### config.mk
export PLATFORM = sky130hd
export DESIGN_NAME = crcu_top
export DESIGN_NICKNAME = d
export VERILOG_FILES = /design/src/hdl/crcu_pkg.sv /design/src/hdl/crcu_word_if.sv /design/src/hdl/crcu_buf.sv /design/src/hdl/crcu_top.sv
export SDC_FILE = /design/constraint.sdc
export NUM_CORES = 1
export LEC_CHECK = 0
export BUFFER_PORTS_ARGS = -buffer_cell sky130_fd_sc_hd__buf_2
export CORE_ASPECT_RATIO = 1.25
export CORE_MARGIN = 5
export CORE_UTILIZATION = 35
export DETAILED_ROUTE_END_ITERATION = 16
export PLACE_DENSITY_LB_ADDON = 0.3
export SLEW_MARGIN = 0
export SYNTH_ARGS = -nofsm -noshare
export SYNTH_HDL_FRONTEND = slang
export SYNTH_SLANG_ARGS = --single-unit
### constraint.sdc
create_clock -name pclk -period 3.85 [get_ports pclk]
set_input_delay 0.385 -clock pclk [delete_from_list [all_inputs] [get_ports pclk]]
set_output_delay 0.385 -clock pclk [all_outputs]
set_load 0.02 [all_outputs]
### src/hdl/crcu_pkg.sv
package crcu_pkg;

   // register byte offsets
   localparam logic [7:0]  CRCU_OFS_CTRL     = 8'h00;
   localparam logic [7:0]  CRCU_OFS_SEED     = 8'h04;
   localparam logic [7:0]  CRCU_OFS_SUM      = 8'h08;
   localparam logic [7:0]  CRCU_OFS_DATA     = 8'h0C;
   localparam logic [7:0]  CRCU_OFS_STAT     = 8'h10;

   // control and status fields
   localparam int          CRCU_CTRL_W       = 8;
   localparam int          CRCU_MODE_LSB     = 0;
   localparam int          CRCU_DAT_CMPL     = 2;
   localparam int          CRCU_DAT_BYTE_REV = 3;
   localparam int          CRCU_DAT_BIT_REV  = 4;
   localparam int          CRCU_SUM_CMPL     = 5;
   localparam int          CRCU_SUM_BYTE_REV = 6;
   localparam int          CRCU_SUM_BIT_REV  = 7;
   localparam int          CRCU_STAT_BUSY    = 0;

   // reset values
   localparam logic [7:0]  CRCU_CTRL_RST     = 8'h00;
   localparam logic [31:0] CRCU_SEED_RST     = 32'h0000_0000;

   // polynomial modes
   localparam logic [1:0]  CRCU_MODE_CRC16   = 2'h0;
   localparam logic [1:0]  CRCU_MODE_CCITT   = 2'h1;
   localparam logic [1:0]  CRCU_MODE_CRC32   = 2'h2;

   localparam logic [15:0] CRCU_POLY_CRC16   = 16'h8005;
   localparam logic [15:0] CRCU_POLY_CCITT   = 16'h1021;
   localparam logic [31:0] CRCU_POLY_CRC32   = 32'h04C1_1DB7;

   // write size, coded as byte count minus one
   localparam logic [1:0]  CRCU_SZ_BYTE      = 2'h0;
   localparam logic [1:0]  CRCU_SZ_HALF      = 2'h1;
   localparam logic [1:0]  CRCU_SZ_WORD      = 2'h3;

   localparam logic [3:0]  CRCU_STRB_HALF    = 4'h3;
   localparam logic [3:0]  CRCU_STRB_WORD    = 4'hF;
   localparam logic [3:0]  CRCU_STRB_NONE    = 4'h0;

   localparam int          CRCU_BUF_DEPTH    = 2;

   typedef enum logic {CRCU_IDLE, CRCU_RUN} crcu_state_t;

endpackage

### src/hdl/crcu_word_if.sv
`timescale 1ns/1ns
interface crcu_word_if;
   logic [31:0] data;
   logic [1:0]  size;
   logic        valid;
   logic        ready;

   modport src (output data, output size, output valid, input ready);
   modport snk (input data, input size, input valid, output ready);
endinterface

### src/hdl/crcu_buf.sv
`timescale 1ns/1ns
module crcu_buf
   import crcu_pkg::*;
(
   input wire logic    pclk,
   input wire logic    presetn,
   input wire logic    flush,
   crcu_word_if.snk    fill,
   crcu_word_if.src    drain
);
   logic [31:0] data_ff [CRCU_BUF_DEPTH];
   logic [1:0]  size_ff [CRCU_BUF_DEPTH];
   logic        wr_ptr_ff;
   logic        rd_ptr_ff;
   logic [1:0]  cnt_ff;
   logic        push;
   logic        pop;

   assign fill.ready  = (cnt_ff != 2'(CRCU_BUF_DEPTH));
   assign drain.valid = (cnt_ff != 2'h0);
   assign drain.data  = data_ff[rd_ptr_ff];
   assign drain.size  = size_ff[rd_ptr_ff];
   assign push        = fill.valid & fill.ready;
   assign pop         = drain.valid & drain.ready;

   genvar e;
   generate
      for (e = 0; e < CRCU_BUF_DEPTH; e++) begin : g_entry
         always_ff @(posedge pclk or negedge presetn) begin
            if (!presetn) begin
               data_ff[e] <= 32'h0000_0000;
               size_ff[e] <= CRCU_SZ_BYTE;
            end else if (push && (wr_ptr_ff == 1'(e))) begin
               data_ff[e] <= fill.data;
               size_ff[e] <= fill.size;
            end
         end
      end
   endgenerate

   // flush wins: a seed reload discards anything still queued
   always_ff @(posedge pclk or negedge presetn) begin
      if (!presetn) begin
         wr_ptr_ff <= 1'b0;
         rd_ptr_ff <= 1'b0;
         cnt_ff    <= 2'h0;
      end else if (flush) begin
         wr_ptr_ff <= 1'b0;
         rd_ptr_ff <= 1'b0;
         cnt_ff    <= 2'h0;
      end else begin
         if (push) begin
            wr_ptr_ff <= ~wr_ptr_ff;
         end
         if (pop) begin
            rd_ptr_ff <= ~rd_ptr_ff;
         end
         cnt_ff <= cnt_ff + {1'b0, push} - {1'b0, pop};
      end
   end
endmodule

### src/hdl/crcu_top.sv
`timescale 1ns/1ns
module crcu_top
   import crcu_pkg::*;
(
   input  wire logic        pclk,
   input  wire logic        presetn,
   input  wire logic        psel,
   input  wire logic        penable,
   input  wire logic        pwrite,
   input  wire logic [7:0]  paddr,
   input  wire logic [31:0] pwdata,
   input  wire logic [3:0]  pstrb,
   output logic      [31:0] prdata,
   output logic             pready,
   output logic             pslverr
);
   logic [CRCU_CTRL_W-1:0] ctrl_ff;
   logic [31:0]            seed_ff;
   logic [31:0]            crc_ff;
   logic [31:0]            nxt_crc;
   logic [31:0]            word_ff;
   logic [31:0]            nxt_word;
   logic [1:0]             left_ff;
   logic [1:0]             nxt_left;
   crcu_state_t            state_ff;
   crcu_state_t            nxt_state;
   logic [31:0]            prdata_ff;
   logic                   pready_ff;
   logic                   pslverr_ff;

   logic                   acc;
   logic                   commit;
   logic                   hit;
   logic                   is_data;
   logic                   stall;
   logic                   flush;
   logic [31:0]            rd_val;
   logic [31:0]            sum_out;
   logic [1:0]             wr_size;
   logic [1:0]             mode;

   crcu_word_if in_if ();
   crcu_word_if out_if ();

   crcu_buf u_buf (
      .pclk    (pclk),
      .presetn (presetn),
      .flush   (flush),
      .fill    (in_if),
      .drain   (out_if)
   );

   assign prdata  = prdata_ff;
   assign pready  = pready_ff;
   assign pslverr = pslverr_ff;
   assign mode    = ctrl_ff[CRCU_MODE_LSB +: 2];

   // one byte of the running remainder, msb first
   function automatic logic [31:0] crcu_step(input logic [31:0] c,
                                             input logic [7:0]  d,
                                             input logic [1:0]  m);
      logic [31:0] r;
      logic        fb;
      r = c;
      for (int i = 0; i < 8; i++) begin
         if (m == CRCU_MODE_CRC16) begin
            fb = r[15] ^ d[7-i];
            r  = {16'h0000, r[14:0], 1'b0} ^ (fb ? {16'h0000, CRCU_POLY_CRC16} : 32'h0000_0000);
         end else if (m == CRCU_MODE_CCITT) begin
            fb = r[15] ^ d[7-i];
            r  = {16'h0000, r[14:0], 1'b0} ^ (fb ? {16'h0000, CRCU_POLY_CCITT} : 32'h0000_0000);
         end else begin
            fb = r[31] ^ d[7-i];
            r  = {r[30:0], 1'b0} ^ (fb ? CRCU_POLY_CRC32 : 32'h0000_0000);
         end
      end
      return r;
   endfunction

   // input transforms, applied before the word enters the buffer
   function automatic logic [31:0] crcu_din(input logic [31:0]            d,
                                            input logic [1:0]             sz,
                                            input logic [CRCU_CTRL_W-1:0] c);
      logic [31:0] r;
      logic [31:0] t;
      r = d;
      if (c[CRCU_DAT_BIT_REV]) begin
         t = r;
         for (int b = 0; b < 32; b++) begin
            r[b] = t[(b & ~7) + 7 - (b & 7)];
         end
      end
      if (c[CRCU_DAT_BYTE_REV]) begin
         if (sz == CRCU_SZ_HALF) begin
            r = {16'h0000, r[7:0], r[15:8]};
         end else if (sz == CRCU_SZ_WORD) begin
            r = {r[7:0], r[15:8], r[23:16], r[31:24]};
         end
      end
      if (c[CRCU_DAT_CMPL]) begin
         r = ~r;
      end
      return r;
   endfunction

   // size from byte strobes; a master without strobes writes whole words
   always_comb begin
      if (pstrb == CRCU_STRB_WORD || pstrb == CRCU_STRB_NONE) begin
         wr_size = CRCU_SZ_WORD;
      end else if (pstrb == CRCU_STRB_HALF) begin
         wr_size = CRCU_SZ_HALF;
      end else begin
         wr_size = CRCU_SZ_BYTE;
      end
   end

   // output view of the remainder
   always_comb begin
      logic [31:0] s;
      logic [31:0] t;
      t = 32'h0000_0000;
      s = (mode == CRCU_MODE_CRC16 || mode == CRCU_MODE_CCITT) ?
          {16'h0000, crc_ff[15:0]} : crc_ff;
      if (ctrl_ff[CRCU_SUM_BIT_REV]) begin
         t = s;
         for (int b = 0; b < 32; b++) begin
            if (mode == CRCU_MODE_CRC16 || mode == CRCU_MODE_CCITT) begin
               s[b] = (b < 16) ? t[15-b] : 1'b0;
            end else begin
               s[b] = t[31-b];
            end
         end
      end
      if (ctrl_ff[CRCU_SUM_BYTE_REV]) begin
         if (mode == CRCU_MODE_CRC16 || mode == CRCU_MODE_CCITT) begin
            s = {16'h0000, s[7:0], s[15:8]};
         end else begin
            s = {s[7:0], s[15:8], s[23:16], s[31:24]};
         end
      end
      if (ctrl_ff[CRCU_SUM_CMPL]) begin
         if (mode == CRCU_MODE_CRC16 || mode == CRCU_MODE_CCITT) begin
            s = {16'h0000, ~s[15:0]};
         end else begin
            s = ~s;
         end
      end
      sum_out = s;
   end

   // address decode and read mux
   always_comb begin
      hit     = 1'b1;
      is_data = 1'b0;
      rd_val  = 32'h0000_0000;
      if (paddr == CRCU_OFS_CTRL) begin
         rd_val = {24'h00_0000, ctrl_ff};
      end else if (paddr == CRCU_OFS_SEED) begin
         rd_val = seed_ff;
      end else if (paddr == CRCU_OFS_SUM) begin
         rd_val = sum_out;
      end else if (paddr == CRCU_OFS_DATA) begin
         is_data = 1'b1;
      end else if (paddr == CRCU_OFS_STAT) begin
         rd_val[CRCU_STAT_BUSY] = (state_ff == CRCU_RUN) | out_if.valid;
      end else begin
         hit = 1'b0;
      end
   end

   assign acc    = psel & penable & ~pready_ff;
   assign commit = psel & penable & pready_ff;
   // a data write with the buffer full waits for space
   assign stall  = pwrite & is_data & ~in_if.ready;
   assign flush  = commit & pwrite & hit & (paddr == CRCU_OFS_SEED);

   // every APB write to DATA takes this path; each simply waits out the stall
   assign in_if.valid = commit & pwrite & is_data;
   assign in_if.data  = crcu_din(pwdata, wr_size, ctrl_ff);
   assign in_if.size  = wr_size;

   always_ff @(posedge pclk or negedge presetn) begin
      if (!presetn) begin
         pready_ff  <= 1'b0;
         pslverr_ff <= 1'b0;
         prdata_ff  <= 32'h0000_0000;
      end else begin
         pready_ff  <= acc & ~stall;
         pslverr_ff <= acc & ~stall & ~hit;
         if (acc && !stall) begin
            prdata_ff <= pwrite ? 32'h0000_0000 : rd_val;
         end
      end
   end

   always_ff @(posedge pclk or negedge presetn) begin
      if (!presetn) begin
         ctrl_ff <= CRCU_CTRL_RST;
         seed_ff <= CRCU_SEED_RST;
      end else if (commit && pwrite && hit) begin
         if (paddr == CRCU_OFS_CTRL) begin
            ctrl_ff <= pwdata[CRCU_CTRL_W-1:0];
         end else if (paddr == CRCU_OFS_SEED) begin
            seed_ff <= pwdata;
         end
      end
   end

   // engine: first byte folds in the cycle the entry is taken, then one per clock
   assign out_if.ready = (state_ff == CRCU_IDLE);

   always_comb begin
      nxt_crc   = crc_ff;
      nxt_word  = word_ff;
      nxt_left  = left_ff;
      nxt_state = state_ff;
      case (state_ff)
         CRCU_IDLE: begin
            if (out_if.valid) begin
               nxt_crc  = crcu_step(crc_ff, out_if.data[7:0], mode);
               nxt_word = {8'h00, out_if.data[31:8]};
               nxt_left = out_if.size;
               if (out_if.size != CRCU_SZ_BYTE) begin
                  nxt_state = CRCU_RUN;
               end
            end
         end
         CRCU_RUN: begin
            nxt_crc  = crcu_step(crc_ff, word_ff[7:0], mode);
            nxt_word = {8'h00, word_ff[31:8]};
            nxt_left = left_ff - 2'h1;
            if (left_ff == 2'h1) begin
               nxt_state = CRCU_IDLE;
            end
         end
         default: begin
            nxt_state = CRCU_IDLE;
         end
      endcase
   end

   always_ff @(posedge pclk or negedge presetn) begin
      if (!presetn) begin
         crc_ff   <= CRCU_SEED_RST;
         word_ff  <= 32'h0000_0000;
         left_ff  <= 2'h0;
         state_ff <= CRCU_IDLE;
      end else if (flush) begin
         crc_ff   <= pwdata;
         word_ff  <= 32'h0000_0000;
         left_ff  <= 2'h0;
         state_ff <= CRCU_IDLE;
      end else begin
         crc_ff   <= nxt_crc;
         word_ff  <= nxt_word;
         left_ff  <= nxt_left;
         state_ff <= nxt_state;
      end
   end
endmodule

==> flow_summary.yaml, run 1 <==
floorplanning:
  fp.dieW_um: 191
  die_y_um: 237
  start_util: 0.352
  io_pins: 83
  rows: 83
  core_area_mm2: 0.0408
  die_area_mm2: 0.0452
sta:
  holdWs_ns: 0.113
  rsz0062_at_grt: "no"
  max_slew_margin: 0.248
  max_freq_mhz: 276
  final_max_slew_viol_count: 0
  tightest_slew_ns: 1.12
  finClkSkew_ns: 0.0173
  finalHoldViolations: 0
  finalCritPeriodShare: 0.940
  tns_ns: 0
  finalCriticalPeriod_ns: 3.62
  setup_viol: 0
  layout_setup_ws_ns: 0.231
worst_setup_path:
  startpoint_type: "flop"
  rrSetupSlack_ns: 0.23
  critPathMaxFanout: 6
  r2r_start: "word_ff[7]"
  crit_end: "crc_ff[18]"
  rr_worst_depth: 10
  r2r-end: "crc_ff[18]"
  cp-end-kind: "flop"
  cp.required_ns: 4.33
  critPathKind: "reg2reg"
  arrival_ns: 4.10
  startpoint: "word_ff[7]"
synth:
  yosys_register_bits: 205
  synth_top_area_frac: 0.357
  seq_area_frac_synth: 0.357
  yosysUniqueCellTypes: 62
  synth-edff-count: 0
  syn_area_mm2: 0.0144
  synthFlopType: "dfrtp_1"
  async_reset_ff_frac: 1.00
  synth_nets: 1759
  syn_avg_cell_area_um2: 8.42
  synthTopCellsByArea: "dfrtp_1 (36%), xnor2_1 (10%), nand2_1 (8.4%)"
  synth_cells: 1707
  synth-warning-count: 0
  yosys.area.top_type: "dfrtp_1"
clocking:
  cts_max_level: 1
  postCtsSetupBuffers: 0
  cts_tree: "built"
  cts_made_buffers: 25
  insertion_delay_ns: 0.56
  clk_path_buf_depth: 3
  cts_sinks: 205
  cts_root_buf: "clkbuf_16"
  clk_pin_slew_ns: 0.07
worst_hold_path:
  min_from: "pwrite"
  hp-class: "in2reg"
pwr:
  switching_share: 0.441
  pwr-share-clk: 0.200
  p_switching_mw: 5.22
  ir_worst_vdd_mv: 0.456
  seq_power_share: 0.239
  power_density_mw_per_mm2: 722
  finalPower_mw: 11.8
  p_leak_nw: 7.07
  pwr-share-comb: 0.561
  internal_power_mw: 6.60
grt:
  antenna_found_initial: 3
  track_usage: 0.227
  grt_pass1_vias: 12500
  grt_max_degree: 96
  grt_pass1_wl_um: 79000
  grt_overflow: 0
route:
  antenna_left: 0
  drc: 0
  viasPerCell: 5.46
  drtIter0Drc: 1350
  drt-total-wl_um: 52100
  vias: 12700
  wl_per_cell_um: 22.4
  drt_pass1_iterations: 7
placed_design:
  dp_hpwl_um: 39400
  dp_cells: 2279
  dpl_worst_slack_ns: 0.149
  place_congestion: 1.00
  dpl_cell_area_mm2: 0.0155
  io_buffers: 82
final_layout:
  finalNonFillerCells: 2326
  postLayoutCoreUtil: 0.401
  final_cell_area_mm2: 0.0164
  area_delta_synth_final_pct: 13.9
  fin_nets: 1807
  layout-drive-gt1-share: 0.145
job:
  max-cap-violations: 0
outcome:
  outcome: "finished, final reports clean"
-- kinds of logic after synthesis --
logic type	after synthesis	share of synthesized area
xor gates and xnor gates	276	0.187
DFF	205	0.357
and+or+nand+nor	497	0.143
AOI/OAI and AO/OA	462	0.190
buffers and inverters	161	0.0430
muxes	103	0.0771
adders and majority gates	3	0.00261
-- critical path: stages, from the launching register on --
cell,delay [ns]
dfrtp_1,0.65
xor2_1,0.32
nand2_1,0.13
xnor3_1,0.59
xnor3_1,0.38
o21ai_1,0.29
xnor2_1,0.11
mux2i_1,0.59
xnor2_1,0.20
a22oi_1,0.09
o21ai_0,0.19
-- worst min path at each step --
stage | end | slack, ns | depth (start not counted)
3_3_place_gp | seed_ff[31] | 0.45 | 2
3_5_place_dp | seed_ff[15] | 0.46 | 2
5_1_grt | prdata[0] | 0.11 | 2
6_report | prdata[0] | 0.11 | 2
2_1_floorplan | crc_ff[0] | 0.09 | 0
4_1_cts | prdata[0] | 0.09 | 2
-- timing repair --
action,CTS,global route
gates resized for setup,0,1
setup endpoints to repair,0,1
hold buffers,1,0
endpoints found under the hold margin,89,0
-- Yosys cell counts, types with 3 or more instances --
master	count
nor4_1	5
xor3_1	4
nor3_1	11
xnor2_2	3
a31oi_1	5
inv_1	26
a211oi_1	25
nand4_1	8
ha_1	3
xor2_1	87
nand3_1	9
a21boi_0	10
and3_1	5
mux2i_2	3
xnor3_1	11
a22o_1	7
nand2_1	321
and2_1	3
buf_1	19
nor2_1	93
o22ai_1	19
or3_1	5
o211ai_1	9
a21oi_1	70
clkbuf_1	108
nand2b_1	7
nor2b_1	22
xnor2_1	168
mux2_2	42
buf_2	5
o21ai_0	231
dfrtp_1	205
mux2i_1	57
a22oi_1	56
o31ai_1	3
a221oi_1	3
or2_2	3
-- cell usage in the layout (no fill, tap or decap), types with 6 or more instances in the layout --
cell	n
a22o_1	7
nand2_1	320
a21oi_1	70
o22ai_1	19
dfrtp_1	200
nand3_1	9
a21boi_0	10
nor2_1	93
mux2_2	42
buf_2	81
o211ai_1	9
clkbuf_16	25
xnor2_1	168
xor2_1	86
o21ai_0	231
nor2b_1	22
clkbuf_1	7
xnor3_1	11
nand2b_1	6
buf_4	70
a211oi_1	25
nor3_1	10
nand4_1	8
a22oi_1	56
mux2i_1	57
inv_1	26
-- cell type report --
| class | count | area [um^2] |
|---|---|---|
| Timing Repair Buffer | 154 | 975 |
| Inverter | 28 | 105 |
| Multi-Input combinational cell | 1341 | 8640 |
| Sequential cell | 205 | 5140 |
| Clock buffer | 35 | 693 |
| Fill cell | 4172 | 24400 |
| Clock inverter | 9 | 116 |
| Antenna cell | 2 | 5.00 |
| Tap cell | 552 | 691 |
-- registers in the layout (all words and copies together) (netlist names), 2 cells and up --
| name | count |
|---|---|
| u_buf.data_ff | 64 |
| left_ff | 2 |
| u_buf.cnt_ff | 2 |
| u_buf.size_ff | 4 |
| prdata | 32 |
| seed_ff | 32 |
| word_ff | 24 |
| ctrl_ff | 8 |
| crc_ff | 32 |
-- power groups by stage --
stage               clock (mW)  sequential [mW]  combinational [mW]
floorplan                    0             2.50                4.97
global placement             0             2.85                6.50
detailed placement           0             2.84                6.48
CTS                       2.42             2.80                6.53
global route              2.50             2.83                7.09
finish                    2.36             2.83                6.63
-- layer usage --
layer	routed length, um	GRT usage	share of wire
met3	3390	0.0388	0.065
met4	3990	0.147	0.077
met1	20500	0.280	0.39
met5	14	0	0.00027
met2	24200	0.364	0.46
(Power assumes the default switching activity.)
==> run 2, diff against run 1 <==
Settings changed: PLACE_DENSITY_LB_ADDON 0.3 to default.
==> flow_summary.yaml, run 2 (synthesis results as in run 1) <==
final_layout:
  finalNonFillerCells: 2325
  fin_nets: 1804
  final_cell_mix: "nand2_1 (320), o21ai_0 (231), dfrtp_1 (200)"
  multi_input_area_mm2: 0.00864
  largest_reg_flops: 64
  final_common_cell: "nand2_1"
  fillers: 4154
  largest-register: "u_buf.data_ff"
  ff_latch_area_mm2: 0.00514
  area_delta_synth_final_pct: 14.4
  final_cell_area_mm2: 0.0164
  layout-drive-gt1-share: 0.145
clocking:
  cts_tree: "built"
  cts_sinks: 205
  clk_path_buf_depth: 3
  cts_max_level: 1
  cts_root_buf: "clkbuf_16"
  insertion_delay_ns: 0.56
  cts_resized: 0
  clk_pin_slew_ns: 0.06
  cts_made_buffers: 25
sta:
  max_slew_margin: 0.252
  finalHoldViolations: 0
  tns_ns: 0
  rsz0062_at_grt: "no"
  finClkSkew_ns: 0.0131
  setup_viol: 0
  tightest_slew_ns: 1.12
  final_max_slew_viol_count: 0
  finalCriticalPeriod_ns: 3.48
  max_freq_mhz: 287
  finalCritPeriodShare: 0.904
grt:
  track_usage: 0.224
  grt_max_degree: 81
  grt_overflow: 0
  grt_pass1_wl_um: 77600
  antenna_found_initial: 1
  grt_pass1_vias: 12300
outcome:
  outcome: "finished, final reports clean"
route:
  drt_pass1_iterations: 7
  vias: 12800
  viasPerCell: 5.51
  drt-total-wl_um: 52000
  drc: 0
  drtIter0Drc: 1218
  wl_per_cell_um: 22.4
  antenna_left: 0
worst_setup_path:
  critPathKind: "reg2reg"
  crit_top_cell: "xnor2_1"
  startpoint_type: "flop"
  cp.required_ns: 4.32
  path_cells: "buf_4 -> mux2i_1 -> xnor2_1 -> xnor3_1 -> o21ai_4 -> xor2_2 -> a221oi_1 -> a21oi_1 -> xnor2_1 -> o211ai_1"
  cp-end-kind: "flop"
  cpPeakStageDelay_ns: 0.57
  arrival_ns: 3.95
  critPathSlowestCell: "a221oi_1"
  critPathMaxFanout: 7
floorplanning:
  start_util: 0.352
  io_pins: 83
  die_y_um: 237
  die_area_mm2: 0.0452
  fp.dieW_um: 191
  core_area_mm2: 0.0408
  rows: 83
placed_design:
  dp_hpwl_um: 39100
  dp_cells: 2276
  place_congestion: 1.04
  dpl_cell_area_mm2: 0.0155
  io_buffers: 82
pwr:
  power_density_mw_per_mm2: 726
  p_leak_nw: 7.09
  ir_worst_vdd_mv: 0.460
worst_hold_path:
  hp-class: "in2reg"
job:
  max-cap-violations: 0
run 2: cell types whose count changed in the layout (fill, tap and decap cells not counted), moves of 2 or more:
| cell | delta |
|---|---|
| buf_12 | +2 |
| buf_4 | -5 |
| clkinvlp_4 | +2 |
| bufinv_16 | +2 |
| clkbuf_8 | +2 |
| clkbuf_1 | -2 |
| clkinv_2 | -2 |
run 2: what timing repair did:
action	4_1_cts	5_1_grt
hold buffers	1	0
endpoints found under the hold margin	66	0
setup buffers	0	0
run 2: final cells by class:
| type | instances | share of cell area |
|---|---|---|
| Clock inverter | 11 | 0.0110 |
| Sequential cell | 205 | 0.312 |
| Tap cell | 552 | 0.0420 |
| Clock buffer | 35 | 0.0434 |
| Antenna cell | 2 | 0.000304 |
| Inverter | 28 | 0.00639 |
| Multi-Input combinational cell | 1341 | 0.525 |
| Timing Repair Buffer | 151 | 0.0594 |
run 2: worst max-delay path: cells and delay by family (launching register included):
| family | cells | cell delay, ns |
|---|---|---|
| xor+xnor | 4 | 1.16 |
| compound gates | 4 | 1.13 |
| flops | 1 | 0.49 |
| mux | 1 | 0.37 |
| buf+inv | 1 | 0.24 |
run 2: stage by stage:
| step | setup slack, ns | utilization | power [mW] | hold WS [ns] |
|---|---|---|---|---|
| 6_report | 0.369 | 0.403 | 11.9 | 0.120 |
| 5_1_grt | 0.155 | 0.403 | 12.6 | 0.106 |
| 4_1_cts | 0.380 | 0.403 | 11.9 | 0.0856 |
| 3_5_place_dp | 0.400 | 0.381 | 9.28 | 0.438 |
| 3_3_place_gp | 0.443 | 0.381 | 9.33 | 0.435 |
| 2_1_floorplan | 0.729 | - | 7.46 | 0.0894 |
run 2: worst paths after layout:
| check | to | slack [ns] | start | cells after the start |
|---|---|---|---|---|
| max | crc_ff[14] | 0.37 | u_buf.rd_ptr_ff | 10 |
| min | prdata[0] | 0.12 | pwrite | 2 |
| max reg2reg | crc_ff[14] | 0.37 | u_buf.rd_ptr_ff | 10 |
| min reg2reg | seed_ff[16] | 0.47 | seed_ff[16] | 2 |
| max in group asynchronous | u_buf.rd_ptr_ff | 2.54 | presetn | 3 |
| min in group asynchronous | word_ff[18] | 0.41 | presetn | 2 |
run 2: metal layers:
metal	track usage	vias to the layer above	part of all wire
li1	-	5936	-
met3	0.0279	154	0.065
met1	0.281	6180	0.39
met5	0	-	0
met4	0.121	0	0.064
met2	0.374	544	0.48
run 2: where the power goes:
part / total, mW / switching, mW / internal, mW / leakage (nW)
Sequential: 2.81 / 0.463 / 2.35 / 2.79
Clock: 2.57 / 0.998 / 1.57 / 0.429
Combinational: 6.55 / 3.68 / 2.87 / 3.86
